--- config.mk ---
export PLATFORM = sky130hd
export DESIGN_NAME = abx_exec
export DESIGN_NICKNAME = d
export VERILOG_FILES = /design/src/core/abx_pkg.sv /design/src/core/abx_exec.sv
export VERILOG_INCLUDE_DIRS = /design/src /design/src/core
export SDC_FILE = /design/constraint.sdc
export NUM_CORES = 1
export LEC_CHECK = 0
export BUFFER_PORTS_ARGS = -buffer_cell sky130_fd_sc_hd__buf_2
export CAP_MARGIN = 20
export CORE_ASPECT_RATIO = 1.1
export CORE_MARGIN = 3
export CORE_UTILIZATION = 43
export DETAILED_ROUTE_END_ITERATION = 16
export PLACE_DENSITY_LB_ADDON = 0.25
export REMOVE_ABC_BUFFERS = 1
export SYNTH_ARGS = -nofsm -noshare
export SYNTH_HDL_FRONTEND = slang
export SYNTH_SLANG_ARGS = --single-unit
--- constraint.sdc ---
create_clock -name i_clk -period 1.3 [get_ports i_clk]
set_input_delay 0.195 -clock i_clk [delete_from_list [all_inputs] [get_ports i_clk]]
set_output_delay 0.195 -clock i_clk [all_outputs]
set_load 0.05 [all_outputs]
--- src/core/abx_consts.svh ---
// Opcode patterns, field positions and widths for the logic-and bit-set/clear execute block.
`ifndef ABX_CONSTS_SVH
`define ABX_CONSTS_SVH
`define ABX_INSN_W 12
`define ABX_DATA_W 8
`define ABX_ADDR_W 5
`define ABX_OP6_HI 11
`define ABX_OP6_LO 6
`define ABX_OP4_HI 11
`define ABX_OP4_LO 8
`define ABX_OP_AND_FILE 6'h05
`define ABX_OP_AND_LIT 4'he
`define ABX_OP_BCLR 4'h4
`define ABX_OP_BSET 4'h5
`define ABX_DEST_BIT 5
`define ABX_BIT_HI 7
`define ABX_BIT_LO 5
`define ABX_RESULT_RST 8'h00
`endif

--- src/core/abx_pkg.sv ---
// Types shared by the logic-and bit-set/clear execute block.
package abx_pkg;
   // Decoded operation of the current word.
   typedef enum logic [2:0]
   {
      ABX_OP_NONE = 3'h0,
      ABX_OP_ANDF = 3'h1,
      ABX_OP_ANDK = 3'h3,
      ABX_OP_BCLR = 3'h2,
      ABX_OP_BSET = 3'h6
   } abx_op_type;
   // Write-back request bundle.
   typedef struct packed
   {
      logic w_we;
      logic f_we;
      logic z_we;
      logic z_val;
      logic [4:0] f_addr;
      logic [7:0] data;
   } abx_wb_type;
endpackage : abx_pkg

--- src/core/abx_exec.sv ---
// Decode and execute of register AND, literal AND, bit clear and bit set.
//----------------------------------------------------------------------
// Summary of operation
//----------------------------------------------------------------------
// Summary of operation
// - Upper six bits 000101 AND work with file.
// - Destination bit picks work or file.
// - Register AND updates zero flag only.
// - Upper nibble 1110 ANDs literal into work.
// - Upper nibble 0100 clears selected file bit.
// - Upper nibble 0101 sets selected file bit.
`timescale 1ns/1ps
`include "abx_consts.svh"
module abx_exec
(
   // Clock and reset.
   input wire logic i_clk,
   input wire logic i_rst_n,
   // Instruction from fetch, valid for one cycle each.
   input wire logic i_insn_vld,
   input wire logic [11:0] i_insn,
   // Current operand values on the same clock.
   input wire logic [7:0] i_work,
   input wire logic [7:0] i_file_rd,
   // Read address to the file register array.
   output logic [4:0] o_file_raddr,
   // Registered write-back to work, file and zero flag.
   output logic o_work_we,
   output logic [7:0] o_work_wd,
   output logic o_file_we,
   output logic [4:0] o_file_waddr,
   output logic [7:0] o_file_wd,
   output logic o_zero_we,
   output logic o_zero_val
);
   //----------------------------------------------------------------------
   // Decode
   //----------------------------------------------------------------------
   abx_pkg::abx_op_type op; // Decoded operation.
   logic [2:0] bit_sel; // Selected bit number.
   logic [7:0] bit_mask; // One-hot mask of the selected bit.
   abx_pkg::abx_wb_type nxt_wb_ff; // Next write-back bundle.
   abx_pkg::abx_wb_type wb_ff; // Registered write-back bundle.

   // The file address is the low five bits for every handled form.
   // It is the only output that is not registered, so the operand that it reads
   // arrives in the same cycle as the word that names it.
   assign o_file_raddr = i_insn[`ABX_ADDR_W-1:0];
   assign bit_sel = i_insn[`ABX_BIT_HI:`ABX_BIT_LO];

   // Classify the word; anything else is no operation here.
   always_comb
   begin
      op = abx_pkg::ABX_OP_NONE;
      bit_mask = 8'h01 << bit_sel;
      // An empty slot decodes to no operation whatever the word holds.
      if (!i_insn_vld)
      begin
         op = abx_pkg::ABX_OP_NONE;
      end
      // The six-bit register AND pattern goes first; no four-bit pattern overlaps it.
      else if (i_insn[`ABX_OP6_HI:`ABX_OP6_LO] == `ABX_OP_AND_FILE)
      begin
         op = abx_pkg::ABX_OP_ANDF;
      end
      // Literal AND into the working register.
      else if (i_insn[`ABX_OP4_HI:`ABX_OP4_LO] == `ABX_OP_AND_LIT)
      begin
         op = abx_pkg::ABX_OP_ANDK;
      end
      // Clear of one bit of a file register.
      else if (i_insn[`ABX_OP4_HI:`ABX_OP4_LO] == `ABX_OP_BCLR)
      begin
         op = abx_pkg::ABX_OP_BCLR;
      end
      // Set of one bit of a file register.
      else if (i_insn[`ABX_OP4_HI:`ABX_OP4_LO] == `ABX_OP_BSET)
      begin
         op = abx_pkg::ABX_OP_BSET;
      end
   end

   //----------------------------------------------------------------------
   // Execute
   //----------------------------------------------------------------------
   // Compute the result and write enables in the same cycle as decode.
   always_comb
   begin
      nxt_wb_ff = '0;
      nxt_wb_ff.f_addr = i_insn[`ABX_ADDR_W-1:0];
      case (op)
         // Register AND; the destination bit picks one target and the zero flag follows.
         abx_pkg::ABX_OP_ANDF:
         begin
            nxt_wb_ff.data = i_work & i_file_rd;
            nxt_wb_ff.f_we = i_insn[`ABX_DEST_BIT];
            nxt_wb_ff.w_we = ~i_insn[`ABX_DEST_BIT];
            nxt_wb_ff.z_we = 1'b1;
            nxt_wb_ff.z_val = ((i_work & i_file_rd) == 8'h00);
         end
         // Literal AND; the result always goes to the working register.
         abx_pkg::ABX_OP_ANDK:
         begin
            nxt_wb_ff.data = i_work & i_insn[`ABX_DATA_W-1:0];
            nxt_wb_ff.w_we = 1'b1;
            nxt_wb_ff.z_we = 1'b1;
            nxt_wb_ff.z_val = ((i_work & i_insn[`ABX_DATA_W-1:0]) == 8'h00);
         end
         // Bit clear; the other bits are written back as read and no flag moves.
         abx_pkg::ABX_OP_BCLR:
         begin
            nxt_wb_ff.data = i_file_rd & ~bit_mask;
            nxt_wb_ff.f_we = 1'b1;
         end
         // Bit set; the other bits are written back as read and no flag moves.
         abx_pkg::ABX_OP_BSET:
         begin
            nxt_wb_ff.data = i_file_rd | bit_mask;
            nxt_wb_ff.f_we = 1'b1;
         end
         // No operation; all write enables stay low.
         default:
         begin
            nxt_wb_ff.data = `ABX_RESULT_RST;
         end
      endcase
   end

   //----------------------------------------------------------------------
   // Write-back register
   //----------------------------------------------------------------------
   // There is no forwarding: a result lands one cycle after its word, so a word
   // that needs it must be given the updated operand by the caller.
   // Register the write-back; one word retires per cycle with no stall.
   always_ff @(posedge i_clk)
   begin
      if (!i_rst_n)
      begin
         wb_ff <= '0;
      end
      else
      begin
         wb_ff <= nxt_wb_ff;
      end
   end

   //----------------------------------------------------------------------
   // Outputs
   //----------------------------------------------------------------------
   // Outputs come straight from the write-back register.
   assign o_work_we = wb_ff.w_we;
   assign o_work_wd = wb_ff.data;
   assign o_file_we = wb_ff.f_we;
   assign o_file_waddr = wb_ff.f_addr;
   assign o_file_wd = wb_ff.data;
   assign o_zero_we = wb_ff.z_we;
   assign o_zero_val = wb_ff.z_val;

   // Raw opcode matches, worked out from the word apart from the decoder above.
   logic chk_and_file; // Valid register AND word.
   logic chk_and_lit; // Valid literal AND word.
   logic chk_bit_clr; // Valid bit clear word.
   logic chk_bit_set; // Valid bit set word.
   assign chk_and_file = i_insn_vld && (i_insn[`ABX_OP6_HI:`ABX_OP6_LO] == `ABX_OP_AND_FILE);
   assign chk_and_lit = i_insn_vld && (i_insn[`ABX_OP4_HI:`ABX_OP4_LO] == `ABX_OP_AND_LIT);
   assign chk_bit_clr = i_insn_vld && (i_insn[`ABX_OP4_HI:`ABX_OP4_LO] == `ABX_OP_BCLR);
   assign chk_bit_set = i_insn_vld && (i_insn[`ABX_OP4_HI:`ABX_OP4_LO] == `ABX_OP_BSET);
endmodule : abx_exec

==> results of run 1 <==
-- worst min-delay path by stage --
| stage | slack [ns] | cells after the start | startpoint | to |
|---|---|---|---|---|
| floorplan | 0.31 | 1 | i_rst_n | o_zero_val |
| global placement | 0.44 | 2 | i_insn[2] | o_file_waddr[2] |
| detailed placement | 0.44 | 2 | i_insn[2] | o_file_waddr[2] |
| CTS | 0.14 | 2 | i_insn[2] | o_file_waddr[2] |
| global route | 0.15 | 2 | i_insn[4] | o_file_waddr[4] |
| finish | 0.15 | 2 | i_insn[2] | o_file_waddr[2] |
-- cells in the mapped netlist, types with 2 or more instances --
cell type / instances / area (µm²)
nor2_1: 9 / 33.8
and2_1: 6 / 37.5
nand3b_1: 3 / 22.5
mux2i_1: 8 / 80.1
buf_4: 13 / 97.6
nand3_1: 2 / 10.0
buf_6: 3 / 33.8
buf_2: 3 / 15.0
a22oi_1: 4 / 30.0
nor3_1: 2 / 10.0
nor3b_1: 3 / 22.5
nand4_1: 3 / 18.8
o22ai_1: 8 / 50.1
dfxtp_1: 17 / 340
nand2_1: 17 / 63.8
o21a_1: 9 / 67.6
a21boi_1: 2 / 15.0
-- metal layers --
metal | share of wire, % | vias to the layer above | wire [µm]
li1 | - | 511 | -
met1 | 43 | 470 | 1120
met2 | 50 | 37 | 1320
met3 | 6.8 | 2 | 179
met4 | 0.72 | 0 | 19
met5 | 0 | - | 0
-- power by group through the flow --
| stage | clock (W) | sequential, W | combinational [W] |
|---|---|---|---|
| floorplan | 0 | 0.000584 | 0.0000771 |
| global placement | 0 | 0.000545 | 0.000267 |
| detailed placement | 0 | 0.000545 | 0.000272 |
| CTS | 0.000289 | 0.000533 | 0.000273 |
| global route | 0.000319 | 0.000534 | 0.000294 |
| finish | 0.000279 | 0.000533 | 0.000273 |
-- kinds of logic after synthesis --
group                  share of synthesized area (%)
AND/OR/NAND/NOR                                 27.3
AO/OA/AOI/OAI                                   18.6
buffers and inverters                           14.0
flip-flops                                      32.5
multiplexers                                    7.64
-- final cells by class --
type / instances / area, µm² / area share (%)
multi-input cells: 84 / 562 / 42.8
repair buffers: 66 / 345 / 26.3
flip-flops and latches: 17 / 340 / 26.0
well taps: 30 / 37.5 / 2.86
clock buffers: 4 / 26.3 / 2.00
-- state kept, by name, indices dropped and copies added (netlist names) --
name and cells:
o_zero_val 1, o_file_we 1, o_file_waddr 5, o_work_we 1
o_file_wd 8, o_zero_we 1
-- metrics by stage --
stage / setup slack, ns / power, W / area (µm²) / hold WS (ns)
2_1_floorplan: 0.196 / 0.000661 / 902 / 0.313
3_3_place_gp: 0.0744 / 0.000812 / 1280 / 0.439
3_5_place_dp: 0.0478 / 0.000816 / 1280 / 0.443
4_1_cts: 0.206 / 0.00109 / 1310 / 0.144
5_1_grt: 0.161 / 0.00115 / 1310 / 0.146
6_report: 0.215 / 0.00108 / 1310 / 0.151
==> results.txt, run 1 <==
----------------------------------------------------
[Route]
  Vias ... slightly above 1000
  Mean number of vias per cell ... 5.07
  DR WL/cell ... roughly 13 µm
  DRT Pass-1 Iters ... 4
  ANT nets after route ... 0
  Residual DRC ... 0
  Violation count after the first detailed-routing iteration ... 30
  Wire length after detailed routing ... 2640 µm

[Floorplanning]
  Die Height ... 57.8 µm
  Die X ... about 53 µm
  Initial Utilization ... 46.1%
  Standard-cell row count ... 18
  Ports placed on the boundary ... just over 60
  Area inside the core boundary ... 2270 µm²
  Overall die area ... 3070 µm²

[Logic synthesis]
  Seq/Total Area, Yosys ... approximately a third
  Share of async-settable or async-resettable flops after synthesis ... 0%
  Number of register bits inferred by synthesis ... 17
  Mean post-synth cell area ... 8.74 µm²
  Yosys warnings ... 0
  EDFF count, synth ... 0
  Summed instance area of the synthesized netlist ... roughly 1000 µm²
  Most instantiated flip-flop cell in the synthesis netlist ... dfxtp_1
  Netlist cell types ... 25
  Gate count after technology mapping ... 120

[Critical path]
  Number of buffers and inverters on the critical path ... 1
  Maximum fanout count along the critical path ... 2
  Critical path destination ... o_work_wd[0]
  Data required, critical path ... 1.11 ns
  Critical Path End Type ... primary output
  Origin of the worst setup path ... o_file_wd[0]
  Critical path type ... reg -> out
  Number of cells on the critical path ... 1
  Critical path launch point type ... flop
  CP max stage cell ... dfxtp_1
  Worst endpoint data arrival time ... 0.89 ns
  Max incr delay on CP ... 0.34 ns
  Cell Chain, Critical Path ... buf_2
  Family with the most delay on the worst path ... flip-flops

[Clocking]
  Cts-stage hold buffer count ... 0
  Clock tree from TritonCTS ... yes
  Number of buffers created by CTS ... 3
  Count of clock tree sinks ... 17
  Clk root buf ... clkbuf_4
  Post-cts sizing count ... 0
  Post-CTS setup buffer count ... 0
  Clock transition at the registers of the reported paths ... 0.10 ns
  Worst-case clock buffer depth ... 2
  Maximum level of the CTS H-tree ... 1

[Power]
  Sequential cell fraction of total power ... roughly 49%
  Portion of total power attributed to combinational logic ... 25.2%
  Total net switching power ... between 0.0003 and 0.0004 W
  Fraction of power spent switching nets ... a little under a third
  P_leak ... about 0.66 nW
  Maximum VDD drop ... 0.000563 V
  Pint ... around 0.00075 W
  Clock share of power ... roughly 26%
  Power per Cell Area ... 827 nW/µm²

[Final layout]
  Final core area utilization ... 57.6%
  Area growth from synthesis to layout ... 25.1%
  Number of nets in the finished design ... 203
  Most common cell after layout, fill and taps aside ... buf_2
  Most used cells in the layout excluding fill and tap cells ... buf_2 (60), nand2_1 (17), dfxtp_1 (17)
  Number of diodes ... 0
  Non-Filler Instances ... 201
  Filler cell count ... 227
  Share of post-route cells with drive strength above 1 ... 44.4%

[STA]
  Setup_tns ... 0 ns
  Total setup violations reported at the end of the flow ... 0
  Maximum clock frequency ... 922 MHz
  Final period utilization ... 83.5%
  Clock period minus final worst setup slack ... 1.08 ns
  RSZ-0062 raised after global routing ... no
  Worst-Margin Slew ... 0.351 ns
  Number of failing hold endpoints at the final stage ... 0
  Number of slew-limit violations in the final report ... 0
  Relative slew slack ... approximately 77%

[Place]
  IO Port Bufs ... 60
  Final RePlAce weighted congestion ... 0.865
  Number of placed instances with taps included ... between 150 and 200
  Total half-perimeter wirelength after legalization and detailed placement ... 2110 µm

[Run]
  Max-Cap Viols ... 0

[Run status]
  Result of the run ... finished, final reports clean

[GRT]
  Number of antenna violations at the first check in global routing ... 0
  Largest net degree at the start of global routing ... 12
  Met2 usage in global routing ... 29.3%
  Met1 Use GR ... 22.4%
  All-layer global routing usage ... 18.0%
  Number of global-route vias before repair ... 955
  Met3 global-route usage ... between 3 and 4%
  Overall overflow remaining after global route ... 0
  First-pass GRT wire length ... 4170 µm
  Layer with the highest usage ... met2

[Hold path]
  Worst min-delay path class ... in -> reg

----------------------------------------------------
Power figures use the tool's default switching activity.
==> inputs of run 2 (changes only) <==
--- a/config.mk
+++ b/config.mk
@@ -6,11 +6,12 @@
 export SDC_FILE = /design/constraint.sdc
 export NUM_CORES = 1
 export LEC_CHECK = 0
+export ABC_AREA = 1
 export BUFFER_PORTS_ARGS = -buffer_cell sky130_fd_sc_hd__buf_2
 export CAP_MARGIN = 20
 export CORE_ASPECT_RATIO = 1.1
 export CORE_MARGIN = 3
-export CORE_UTILIZATION = 43
+export CORE_UTILIZATION = 45
 export DETAILED_ROUTE_END_ITERATION = 16
 export PLACE_DENSITY_LB_ADDON = 0.25
 export REMOVE_ABC_BUFFERS = 1
==> constraint.sdc (replaced) <==
create_clock -name i_clk -period 1.03 [get_ports i_clk]
set_input_delay 0.1545 -clock i_clk [delete_from_list [all_inputs] [get_ports i_clk]]
set_output_delay 0.1545 -clock i_clk [all_outputs]
set_load 0.05 [all_outputs]
==> results.txt, run 2 <==
----------------------------------------------------
[Run status]
  Result of the run ... finished, final reports clean

[Floorplanning]
  Ports placed on the boundary ... 61 (unchanged)
  Initial Utilization ... 48.1% (+2.0 points)
  Overall die area ... 3410 µm² (+11%)
  Standard-cell row count ... 19 (+1)
  Area inside the core boundary ... 2570 µm² (+13%)
  Die X ... 56.0 µm (+5.4%)
  Die Height ... 60.9 µm (+5.5%)

[Clocking]
  Cts-stage hold buffer count ... 0 (unchanged)
  Count of clock tree sinks ... 17 (unchanged)
  Worst-case clock buffer depth ... 2 (unchanged)
  Clock tree from TritonCTS ... yes
  Clock transition at the registers of the reported paths ... 0.09 ns (about the same)
  Clk root buf ... clkbuf_4
  Number of buffers created by CTS ... 3 (unchanged)
  Maximum level of the CTS H-tree ... 1 (unchanged)

[Logic synthesis]
  EDFF count, synth ... 0 (unchanged)
  Netlist cell types ... 19 (-24%)
  Seq/Total Area, Yosys ... 27.6% (-4.9 points)
  Ranking of synthesized cells by area ... dfxtp_1 (28%), nand2_1 (19%), inv_1 (11%)
  Share of the synthesized area in the top cell type ... 27.6% (-4.9 points)
  Most instantiated flip-flop cell in the synthesis netlist ... dfxtp_1
  Number of register bits inferred by synthesis ... 17 (unchanged)
  Yosys warnings ... 0 (unchanged)
  Cell type with the highest aggregate area in the netlist ... dfxtp_1
  Gate count after technology mapping ... 208 (+73%)
  Commonest cells in the synthesized netlist ... nand2_1 (63), inv_1 (35), nor2_1 (26)
  Share of async-settable or async-resettable flops after synthesis ... 0% (unchanged)
  Mean post-synth cell area ... 5.94 µm² (-32%)
  Summed instance area of the synthesized netlist ... 1230 µm² (+18%)
  Count leader, synth ... nand2_1

[Place]
  IO Port Bufs ... 60 (unchanged)
  Placed inst area ... 1460 µm² (+14%)
  Total half-perimeter wirelength after legalization and detailed placement ... 2410 µm (+14%)
  Final RePlAce weighted congestion ... 0.953 (+10%)

[STA]
  Total setup violations reported at the end of the flow ... 0 (unchanged)
  Worst-Margin Slew ... 0.272 ns (-0.0791 ns)
  Number of failing hold endpoints at the final stage ... 0 (unchanged)
  RSZ-0062 raised after global routing ... yes
  Final period utilization ... 97.2%
  Number of slew-limit violations in the final report ... 0 (unchanged)
  Maximum clock frequency ... 999 MHz
  Relative slew slack ... 81.8% (+5.3 points)
  Clock period minus final worst setup slack ... 1.00 ns

[Final layout]
  Most used cells in the layout excluding fill and tap cells ... nand2_1 (63), inv_1 (35), buf_2 (35)
  Share of post-route cells with drive strength above 1 ... 31.5% (-13 points)
  Final standard cell area without fillers ... 1560 µm² (+19%)
  Number of nets in the finished design ... 289 (+42%)
  Filler cell count ... 284 (+25%)
  Most common cell after layout, fill and taps aside ... nand2_1
  Area growth from synthesis to layout ... 26.3%
  Number of diodes ... 0 (unchanged)
  Number of flip-flops in the largest register ... 8 (unchanged)

[Power]
  Fraction of power spent switching nets ... 34.3% (+3.6 points)
  Pint ... 0.000959 W (+28%)
  Maximum VDD drop ... 0.000789 V (+40%)
  Clock share of power ... 24.0% (-1.7 points)
  Portion of total power attributed to combinational logic ... 29.5% (+4.3 points)
  Total power ... 0.00146 W (+35%)
  Sequential cell fraction of total power ... 46.5% (-2.6 points)
  P_leak ... 0.978 nW (+48%)
  Total net switching power ... 0.000501 W (+50%)
  Power per Cell Area ... 936 nW/µm² (+13%)

[Critical path]
  Critical path type ... reg -> out
  Maximum fanout count along the critical path ... 2 (unchanged)
  CP max stage cell ... dfxtp_1
  Number of buffers and inverters on the critical path ... 1 (unchanged)
  Max incr delay on CP ... 0.35 ns (about the same)
  Data required, critical path ... 0.88 ns (-0.23 ns)
  Family with the most delay on the worst path ... flip-flops
  Cell Chain, Critical Path ... buf_4
  Number of cells on the critical path ... 1 (unchanged)
  Critical path launch point type ... flop
  Origin of the worst setup path ... o_file_wd[6]
  Worst endpoint data arrival time ... 0.85 ns (-0.04 ns)
  Critical Path End Type ... primary output

[GRT]
  All-layer global routing usage ... 17.6% (-0.42 points)
  Overall overflow remaining after global route ... 0 (unchanged)
  Largest net degree at the start of global routing ... 10 (-2)
  First-pass GRT wire length ... 4800 µm (+15%)
  Number of antenna violations at the first check in global routing ... 0 (unchanged)
  Number of global-route vias before repair ... 1134 (+19%)

[Route]
  DR WL/cell ... 10.4 µm (-21%)
  Wire length after detailed routing ... 3000 µm (+13%)
  ANT nets after route ... 0 (unchanged)
  Vias ... 1335 (+31%)
  Mean number of vias per cell ... 4.64 (-8.7%)
  DRT Pass-1 Iters ... 5 (+1)
  Violation count after the first detailed-routing iteration ... 41 (+37%)
  Residual DRC ... 0 (unchanged)

[Run]
  Max-Cap Viols ... 0 (unchanged)

[Hold path]
  Worst min-delay path class ... in -> reg
  Hold path startpoint ... i_insn[3]
  Number of cells traversed by the worst hold path ... 3 (+1)

----------------------------------------------------
[run 2: cell count changes after synthesis, moves of 5 or more]
cell | previous run | this run
o21a_1 | 9 | 0
mux2i_1 | 8 | 0
and2_1 | 6 | 0
a21oi_1 | 0 | 6
nor2_1 | 9 | 26
nand2_1 | 17 | 63
nand4_1 | 3 | 8
inv_1 | 0 | 35
nand3_1 | 2 | 20
o22ai_1 | 8 | 0
[run 2: area by class of cell]
class                      instances  area [µm²]  area share, %
clock buffer                       4        26.3           1.68
inverter                          40         153           9.78
multi-input combinational        133         608           39.0
sequential                        17         342           21.9
tap                               31        38.8           2.49
timing repair buffer              63         393           25.2
[run 2: per-stage QoR]
stage / setup WS, ns / TNS (ns) / instances / utilization, % / hold slack [ns]
after floorplan: -0.0335 / -0.536 / 190 / - / 0.248
after global routing: -0.00593 / -0.0115 / 288 / 60.8 / 0.0865
after detailed placement: -0.0432 / -0.127 / 284 / 57.0 / 0.383
final: 0.0285 / 0 / 288 / 60.8 / 0.0805
after global placement: -0.0261 / -0.0716 / 284 / 57.0 / 0.381
after CTS: -0.0444 / -0.0848 / 288 / 59.4 / 0.0754
[run 2: routing by layer]
metal  wire length (µm)  share of wire, %  GRT usage [%]  up-vias
met5                  0                 0              0        -
met1               1230                41           21.1      560
met2               1470                49           32.6       60
li1                   -                 -              -      711
met4                 35               1.2           6.78        0
met3                265               8.8           2.13        4
[run 2: path summary, 6_finish.rpt]
check | end | slack (ns)
max | o_file_wd[6] | 0.03
min | o_file_waddr[3] | 0.08
[run 2: cells by family (layout without fill, tap and decap cells)]
logic type      count (synthesis)  in the layout  share of synthesized area (%)
compound gates                  7              7                           3.04
buf+inv                        58            107                           23.2
flops                          17             17                           27.6
simple gates                  126            126                           46.2
[run 2: power by group through the flow]
stage	Clock (W)	Sequential [W]	Combinational (W)
2_1_floorplan	0	0.000771	0.000133
3_3_place_gp	0	0.000692	0.000415
3_5_place_dp	0	0.000693	0.000417
4_1_cts	0.000364	0.000678	0.000424
5_1_grt	0.000395	0.000681	0.000469
6_report	0.000351	0.000679	0.000431
[run 2: timing repair]
| action | 4_1_cts | 5_1_grt |
|---|---|---|
| buffers inserted | 0 | 0 |
| resized for setup | 14 | 17 |
| setup endpoints to repair | 16 | 14 |
